--- config.mk ---
export PLATFORM = sky130hd
export DESIGN_NAME = acpmd_decode
export DESIGN_NICKNAME = d
export VERILOG_FILES = /design/src/hdl/acpmd_pkg.sv /design/src/hdl/acpmd_decode.sv
export VERILOG_INCLUDE_DIRS = /design/src /design/src/hdl
export SDC_FILE = /design/constraint.sdc
export NUM_CORES = 1
export LEC_CHECK = 0
export BUFFER_PORTS_ARGS = -buffer_cell sky130_fd_sc_hd__buf_2
export CAP_MARGIN = 20
export CORE_MARGIN = 3
export CORE_UTILIZATION = 41
export DETAILED_ROUTE_END_ITERATION = 10
export PLACE_DENSITY_LB_ADDON = 0.12
export SYNTH_ARGS = -nofsm -noshare
export SYNTH_HDL_FRONTEND = slang
export SYNTH_SLANG_ARGS = --single-unit
export TNS_END_PERCENT = 50
--- constraint.sdc ---
create_clock -name clk -period 1.8 [get_ports clk]
set_clock_uncertainty 0.1 [all_clocks]
set_input_delay 0.27 -clock clk [delete_from_list [all_inputs] [get_ports clk]]
set_output_delay 0.27 -clock clk [all_outputs]
set_load 0.05 [all_outputs]
--- src/hdl/acpmd_consts.svh ---
/*
  Offsets, field positions and reset values for the configuration pin decoder.
  Assumes inclusion by the decoder module only.
*/
// Functional notes
// Calibration flag high while calibration runs.
// Select pin high: pin-only control.
// Select pin low: extended control via registers.
// Dedicated select pin overrides shared-pin enable.
// Style pin high: single-ended reset, shared range select.
// Style pin low: differential reset pair.
// Differential mode forces the higher range.
// Extended control permits full-scale adjust writes.
// Shared pin low reduced, high higher range.
// Shared pin mid requests extended control.
// Extended: delay pin is chip select, short delay.
// Pins pass synchronisers before decoding.
`ifndef ACPMD_CONSTS_SVH
`define ACPMD_CONSTS_SVH
`define ACPMD_ADDR_CTRL 8'h00
`define ACPMD_ADDR_STATUS 8'h04
`define ACPMD_ADDR_BITS 8
`define ACPMD_FSADJ_RST 8'h80
`define ACPMD_ST_EXT 0
`define ACPMD_ST_DIFF 1
`define ACPMD_ST_RANGE_HIGH 2
`define ACPMD_ST_CAL 3
`define ACPMD_ST_CHIP_SEL 4
`define ACPMD_ST_DLY_LONG 5
`define ACPMD_ST_ALT_REQ 6
`define ACPMD_PIN_EXT_SEL_N 0
`define ACPMD_PIN_STYLE 1
`define ACPMD_PIN_SHARED 2
`define ACPMD_PIN_MID 3
`define ACPMD_PIN_RST_POS 4
`define ACPMD_PIN_DELAY_SEL 5
`define ACPMD_PIN_CALBUSY 6
`define ACPMD_NUM_PINS 7
`define ACPMD_SYNC_RST 7'h03
`endif

--- src/hdl/acpmd_pkg.sv ---
/*
  Types shared by the configuration pin decoder.
  Assumes the constants header is on the include path.
*/
package acpmd_pkg;
  typedef enum logic [0:0] {
    ACPMD_RST_SINGLE = 1'b0,
    ACPMD_RST_DIFF = 1'b1
  } acpmd_rst_style_t;
endpackage

--- src/hdl/acpmd_decode.sv ---
/*
  Configuration pin decoder with an AHB-Lite register slave.
  Assumes pins are static straps or slow host levels, one clock domain,
  and a single AHB-Lite master issuing single word transfers.
*/
`timescale 1ns/1ps
`include "acpmd_consts.svh"
module acpmd_decode
  import acpmd_pkg::*;
#(
  parameter int FSADJ_W = 8,
  parameter int SYNC_STAGES = 2
)(
  input wire logic clk,
  input wire logic srst,
  input wire logic hsel,
  input wire logic [31:0] haddr,
  input wire logic [1:0] htrans,
  input wire logic hwrite,
  input wire logic [2:0] hsize,
  input wire logic [31:0] hwdata,
  input wire logic hready,
  output logic hreadyout,
  output logic hresp,
  output logic [31:0] hrdata,
  input wire logic extended_ctrl_select_n,
  input wire logic clock_reset_style_select,
  input wire logic full_scale_range_select,
  input wire logic shared_pin_mid,
  input wire logic output_clock_reset_pos,
  input wire logic calibration_delay_select,
  input wire logic calibration_in_progress,
  output logic calibration_active_flag,
  output logic extended_ctrl_active,
  output logic differential_reset_mode,
  output logic full_scale_range_high,
  output logic output_clock_reset,
  output logic serial_chip_select,
  output logic calibration_delay_long,
  output logic [FSADJ_W-1:0] full_scale_adjust
);

  // refuse widths the bus word cannot carry and other synchroniser depths
  if (FSADJ_W < 1 || FSADJ_W > 32 || SYNC_STAGES != 2)
  begin : g_param_check
    $error("acpmd_decode: unsupported parameter values");
  end

  localparam logic [`ACPMD_NUM_PINS-1:0] sync_rst_val = `ACPMD_SYNC_RST;

  logic [`ACPMD_NUM_PINS-1:0] pins_raw;
  logic [`ACPMD_NUM_PINS-1:0] sync1_ff;
  logic [`ACPMD_NUM_PINS-1:0] sync2_ff;
  logic ext_sel_n_s;
  logic style_s;
  logic shared_s;
  logic mid_s;
  logic rst_pos_s;
  logic delay_sel_s;
  logic calbusy_s;
  acpmd_rst_style_t nxt_style;
  logic nxt_ext;
  logic nxt_range_high;
  logic nxt_clk_reset;
  logic nxt_chip_sel;
  logic nxt_dly_long;
  logic alt_req;
  logic wr_pend_ff;
  logic [`ACPMD_ADDR_BITS-1:0] wr_addr_ff;
  logic addr_phase;
  logic [31:0] status_word;

  function automatic logic is_addr(input logic [31:0] a, input logic [7:0] off);
    is_addr = (a[31:`ACPMD_ADDR_BITS] == '0) && (a[`ACPMD_ADDR_BITS-1:0] == off);
  endfunction

  assign pins_raw = {calibration_in_progress, calibration_delay_select,
                     output_clock_reset_pos, shared_pin_mid,
                     full_scale_range_select, clock_reset_style_select,
                     extended_ctrl_select_n};

  // two-flop synchroniser per pin
  genvar gi;
  generate
    for (gi = 0; gi < `ACPMD_NUM_PINS; gi++)
    begin : g_sync
      always_ff @(posedge clk)
      begin
        if (srst)
        begin
          sync1_ff[gi] <= sync_rst_val[gi];
          sync2_ff[gi] <= sync_rst_val[gi];
        end
        else
        begin
          sync1_ff[gi] <= pins_raw[gi];
          sync2_ff[gi] <= sync1_ff[gi];
        end
      end
    end
  endgenerate

  assign ext_sel_n_s = sync2_ff[`ACPMD_PIN_EXT_SEL_N];
  assign style_s = sync2_ff[`ACPMD_PIN_STYLE];
  assign shared_s = sync2_ff[`ACPMD_PIN_SHARED];
  assign mid_s = sync2_ff[`ACPMD_PIN_MID];
  assign rst_pos_s = sync2_ff[`ACPMD_PIN_RST_POS];
  assign delay_sel_s = sync2_ff[`ACPMD_PIN_DELAY_SEL];
  assign calbusy_s = sync2_ff[`ACPMD_PIN_CALBUSY];

  always_comb
  begin
    // style pin floating reads high: single-ended
    nxt_style = style_s ? ACPMD_RST_SINGLE : ACPMD_RST_DIFF; // see
    // shared pin asks for extended control only as alternate enable
    alt_req = (nxt_style == ACPMD_RST_SINGLE) && mid_s;
    // dedicated pin decides alone, overriding the shared request
    nxt_ext = !ext_sel_n_s; // see see
    if (nxt_style == ACPMD_RST_DIFF)
      nxt_range_high = 1'b1;
    else if (mid_s)
      nxt_range_high = 1'b1;
    else
      nxt_range_high = shared_s;
    if (nxt_style == ACPMD_RST_DIFF)
      nxt_clk_reset = rst_pos_s && !shared_s;
    else
      nxt_clk_reset = rst_pos_s;
    if (nxt_ext)
    begin
      nxt_chip_sel = delay_sel_s;
      nxt_dly_long = 1'b0;
    end
    else
    begin
      nxt_chip_sel = 1'b1;
      nxt_dly_long = delay_sel_s;
    end
  end

  always_ff @(posedge clk)
  begin
    if (srst)
    begin
      extended_ctrl_active <= 1'b0;
      differential_reset_mode <= 1'b0;
      full_scale_range_high <= 1'b1;
      output_clock_reset <= 1'b0;
      serial_chip_select <= 1'b1;
      calibration_delay_long <= 1'b0;
    end
    else
    begin
      extended_ctrl_active <= nxt_ext;
      differential_reset_mode <= (nxt_style == ACPMD_RST_DIFF);
      full_scale_range_high <= nxt_range_high;
      output_clock_reset <= nxt_clk_reset;
      serial_chip_select <= nxt_chip_sel;
      calibration_delay_long <= nxt_dly_long;
    end
  end

  always_ff @(posedge clk)
  begin
    if (srst)
      calibration_active_flag <= 1'b0;
    else
      calibration_active_flag <= calbusy_s;
  end

  always_comb
  begin
    status_word = '0;
    status_word[`ACPMD_ST_EXT] = extended_ctrl_active;
    status_word[`ACPMD_ST_DIFF] = differential_reset_mode;
    status_word[`ACPMD_ST_RANGE_HIGH] = full_scale_range_high;
    status_word[`ACPMD_ST_CAL] = calibration_active_flag;
    status_word[`ACPMD_ST_CHIP_SEL] = serial_chip_select;
    status_word[`ACPMD_ST_DLY_LONG] = calibration_delay_long;
    status_word[`ACPMD_ST_ALT_REQ] = alt_req;
  end

  // zero-wait slave: accepted address phase of a single word transfer
  assign addr_phase = hsel && hready && htrans[1];

  always_ff @(posedge clk)
  begin
    if (srst)
    begin
      hreadyout <= 1'b1;
      hresp <= 1'b0;
    end
    else
    begin
      hreadyout <= 1'b1;
      hresp <= 1'b0;
    end
  end

  always_ff @(posedge clk)
  begin
    if (srst)
    begin
      wr_pend_ff <= 1'b0;
      wr_addr_ff <= '0;
    end
    else if (hready)
    begin
      wr_pend_ff <= addr_phase && hwrite;
      wr_addr_ff <= haddr[`ACPMD_ADDR_BITS-1:0];
    end
  end

  always_ff @(posedge clk)
  begin
    if (srst)
      hrdata <= '0;
    else if (addr_phase && !hwrite)
    begin
      if (is_addr(haddr, `ACPMD_ADDR_CTRL))
        hrdata <= 32'(full_scale_adjust);
      else if (is_addr(haddr, `ACPMD_ADDR_STATUS))
        hrdata <= status_word;
      else
        hrdata <= '0;
    end
  end

  // adjust writes land only while extended control is active
  always_ff @(posedge clk)
  begin
    if (srst)
      full_scale_adjust <= FSADJ_W'(`ACPMD_FSADJ_RST);
    else if (wr_pend_ff && wr_addr_ff == `ACPMD_ADDR_CTRL && extended_ctrl_active)
      full_scale_adjust <= hwdata[FSADJ_W-1:0];
  end

endmodule

Yosys cells after proc, flatten, opt, wreduce, memory -nomap -nowiden
Cells that the tools add are included.
{"block": "totals", "wordCells": 51, "out_inout_bits": 49, "register_bits": 70}
{"block": "op_classes", "muxes": 4, "n_reduce_logical": 19, "n_bitwise": 2, "n_eq_ne": 1}
{"op": "logical NOT 24 bit", "count": 1}
{"op": "logical NOT 8 bit", "count": 2}
{"op": "logical AND 1 bit", "count": 10}
{"op": "equality test 8 x 3 -> 1 bit, second input constant", "count": 1}
{"op": "2-to-1 mux 8 bit", "count": 1}
{"op": "2-to-1 mux 7 bit", "count": 1}
{"op": "OR reduction 2 bit", "count": 2}
{"op": "logical NOT 1 bit", "count": 3}
{"op": "OR reduction 3 bit", "count": 1}
{"op": "2-to-1 mux 1 bit", "count": 2}
{"op": "inverter 1 bit", "count": 2}

Logic depth before layout (Yosys ltp)
{"block": "logic_depth", "ltp_word": 4, "mapped_depth": 6, "ltp_nobuf": 4}

Least setup slack after synthesis
OpenSTA, ideal clock, no wires.
{"block": "synth_timing", "path_type": "flip-flop to flip-flop", "from": "register extended_ctrl_active", "to": "register full_scale_adjust[7]", "t_required_ns": 1.580, "path_stages_with_launch": 4, "period_less_slack_ns": 1.472, "path_slack_ns": 0.328, "setup_ns": 0.120, "t_arrival_ns": 1.253, "cell_sequence": "dfxtp_1 > nand4b_1 > buf_2 > a211o_1"}
{"block": "synth_via", "elab_chain_cells": 1}
{"element": "from (decl)", "line_no": "acpmd_decode.sv:34", "text": "output logic extended_ctrl_active,"}
{"element": "from (signal assigned)", "line_no": "acpmd_decode.sv:154", "text": "extended_ctrl_active <= nxt_ext;"}
{"element": "logical AND 1 bit", "line_no": "acpmd_decode.sv:234", "text": "else if (wr_pend_ff && wr_addr_ff == `ACPMD_ADDR_CTRL && extended_ctrl_active)"}
{"element": "to (signal assigned)", "line_no": "acpmd_decode.sv:233", "text": "full_scale_adjust <= FSADJ_W'(`ACPMD_FSADJ_RST);"}
{"element": "to (signal assigned)", "line_no": "acpmd_decode.sv:235", "text": "full_scale_adjust <= hwdata[FSADJ_W-1:0];"}
{"element": "to (decl)", "line_no": "acpmd_decode.sv:40", "text": "output logic [FSADJ_W-1:0] full_scale_adjust"}
No other way between the ends.
A chain may end at the register's enable or synchronous reset.

Worst setup path after layout
{"block": "layout_timing", "from": "register wr_addr_ff[7]", "to": "register full_scale_adjust[7]"}
{"block": "layout_via", "elab_chain_cells": 3}
{"element": "from (decl)", "line_no": "acpmd_decode.sv:69", "text": "logic [`ACPMD_ADDR_BITS-1:0] wr_addr_ff;"}
{"element": "from (signal assigned)", "line_no": "acpmd_decode.sv:210", "text": "wr_addr_ff <= haddr[`ACPMD_ADDR_BITS-1:0];"}
{"element": "logical NOT 8 bit (no line)"}
{"element": "logical AND 1 bit (no line)"}
{"element": "logical AND 1 bit", "line_no": "acpmd_decode.sv:234"}
No other way between the ends.

==> results.md <==
* Status: complete, no violations
* Seq pwr share at 0.501
* DRT iter0 DRCs at 48
* Inserted Clock Buffers at 5
* Warnings from Yosys at 0
* Site row count at 24
* Full die area at 0.00551 mm2
* Port Buffers at 75
* First-pass GRT wire length at roughly 5600 um
* Hold Slack at 0.0479 ns
* Clk buf depth at 2
* Sequential fraction of the synthesis area at 0.483
* RSZ-0062 raised after global routing: no
* Endpoints failing hold at 0
* Comb power frac at 0.150
* Initial antenna violation count at 0
* Layout Utilization at 0.534
* Post-DP HPWL at roughly 2900 um
* LEAKAGE at around 1.2 nW
* Pin count of the biggest net entering global routing at 41
* Root Buffer: clkbuf_8
* Cts hold-fix bufs at 0
* Placed instance count at roughly 310
* Total net switching power at 0.575 mW
* Multi-input gate area at around 830 um2
* Commonest non-fill, non-tap cell in the layout: buf_2
* Register area at 921 um2
* Area growth, synth to finish at 23.6%
* Register bit total from synthesis at 46
* Mapped Cells at approximately 190
* Pwr Density at 904 mW/mm2
* Via count at 1447
* # resized after CTS at 0
* Synth cell types at 36
* Layout Nets at between 300 and 400
* Layout cells sized above 1 at 0.341
* Startpoint type of the worst setup path: flop
* Core footprint at between 0.004 and 0.005 mm2
* Fillers at around 420
* Adder-cell share of the synthesized area at 0
* Diode count at 0
* Internal power at between 1.5 and 2 mW
* Wire per inst at about 12 um
* Initial Util at 0.432
* Peak supply drop at a little under 0.5 mV
* Commonest cells after routing, fill and taps aside: 75 x buf_2, 46 x dfxtp_1, 26 x nor2_1, 26 x conb_1, 21 x mux2i_1
* Hold WC Path Type: in -> reg
* CP Data Required Time at around 1.9 ns
* # setup viols final at 0
* Syn Std Cell Area at 0.00191 mm2
* Final wirelength at between 3000 and 4000 um
* TritonRoute pass-1 iters at 4
* Vias in the first global route at between 1000 and 1500
* MaxCap Viol Count at 0
* Latest clock arrival within the worst-skew pair at 0.29 ns
* Post-CTS setup buffers at 0
* CTS clk-pin slew, worst paths at about 0.080 ns
* GP Congestion at slightly below 0.7
* DRC errors left at 0
* Critical Path End Type: flop
* F_max at around 0.68 GHz
* CP max FO at 9
* Critical path class: reg -> reg
* Total track usage at 0.135
* Compound-cell area share of the yosys netlist at 0.0361
* Die Ht at around 74 um
* Simple-gate share of the synthesized area at 0.237
* Final min period at approximately 1.5 ns
* Critical path arrival at 1.55 ns
* H-tree depth at 2
* Main combinational cell family by area after synthesis: simple AND/OR/NAND/NOR gates
* Antenna violation net count after detailed routing at 0
* Avg Inst Size Synth at between 9 and 10 um2
* Sw Share at 0.270
* Final non-filler cell total at around 320
* # clock sinks at between 40 and 50
* Final Max Tran Viols at 0
* IO Pins at 130
* Total gr overflow at 0
* Mux share of post-synthesis cell area at 0.110
* Final setup TNS at 0 ns
* Vias/cell at between 4 and 5
* Power share of the clock group at 0.349
* Fin crit share at 0.814
* Synth Area in XOR/XNOR at 0
* CTS tree: done
* Die X at roughly 74 um
==> through the flow <==
stage	setup slack, ns	total power [mW]	instance area [um2]
after floorplan	0.328	1.36	2000
after global placement	0.178	1.41	2250
after detailed placement	0.193	1.41	2250
after CTS	0.309	2.16	2360
after global routing	0.231	2.23	2360
final	0.334	2.13	2360
==> sequential cells by signal, indices dropped and copies added (netlist names), 7 cells and up <==
register	cells
hrdata	8
sync1_ff	7
full_scale_adjust	8
wr_addr_ff	8
==> power groups by stage <==
stage | clock network [mW] | logic [mW] | registers, mW
2_1_floorplan | 0 | 0.238 | 1.13
3_3_place_gp | 0 | 0.319 | 1.09
3_5_place_dp | 0 | 0.320 | 1.09
4_1_cts | 0.769 | 0.320 | 1.07
5_1_grt | 0.812 | 0.344 | 1.07
6_report | 0.745 | 0.320 | 1.07
==> cell type report <==
type	count	share of cell area
Multi-Input combinational cell	134	0.352
Clock inverter	2	0.0159
Clock buffer	6	0.0308
Sequential cell	46	0.390
Timing Repair Buffer	80	0.180
Inverter	2	0.00318
Tap cell	52	0.0276
==> critical path, cell delays in order, from the launching register on <==
cell and delay (ns):
dfxtp_1 0.32, nor4b_1 0.32, nand4b_1 0.13, buf_4 0.20
a211o_1 0.29
==> logic make-up (layout without fill, tap and decap cells) <==
kind of cell	Yosys count	count (layout)
flip-flops	46	46
AND/OR/NAND/NOR	76	76
buffers and inverters	37	90
AO/OA/AOI/OAI	11	11
other	2	26
multiplexers	21	21
==> cell usage after synthesis <==
library cell   n  area (um2)
nand4_1        2        12.5
or3b_1         1        8.76
nor4b_1        1        8.76
o21ai_0        1        5.00
nor2b_1       13        81.3
or2_1          6        37.5
nand4_2        1        12.5
inv_2          1        3.75
o21ai_1        1        5.00
buf_6          1        11.3
and4_1         1        8.76
o31ai_1        1        7.51
nor3b_1        1        7.51
nor3_1         1        5.00
mux2i_1       21         210
nand3_1        2        10.0
and4b_1        1        10.0
inv_1          1        3.75
a21oi_1        1        5.00
a211o_1        1        8.76
nand2b_1       1        6.26
nor4_4         1        21.3
nand4b_1       1        8.76
buf_2          3        15.0
or4b_1         1        10.0
nor4_1         6        37.5
nor2_1        26        97.6
nor3_2         1        10.0
clkbuf_1       5        18.8
o22ai_1        6        37.5
conb_1         2        7.51
dfxtp_1       46         921
buf_4         26         195
nand2_2        1        6.26
and3b_1        1        8.76
or3_1          7        43.8
==> routing by layer <==
| layer | global-route usage | up-vias | wire [um] |
|---|---|---|---|
| met5 | 0 | - | 0 |
| met4 | 0.0534 | 0 | 44 |
| met3 | 0.0338 | 4 | 356 |
| met2 | 0.217 | 64 | 1800 |
| met1 | 0.176 | 629 | 1640 |
| li1 | - | 750 | - |
==> worst paths after layout <==
path	startpoint	to	slack [ns]	cells after the start
setup reg to reg	wr_addr_ff[7]	full_scale_adjust[7]	0.33	4
hold reg to reg	sync1_ff[1]	style_s	0.30	1
hold / removal	extended_ctrl_select_n	sync1_ff[0]	0.05	2
setup / recovery	wr_addr_ff[7]	full_scale_adjust[7]	0.33	4
No activity file was read; power rests on OpenSTA's default activity.
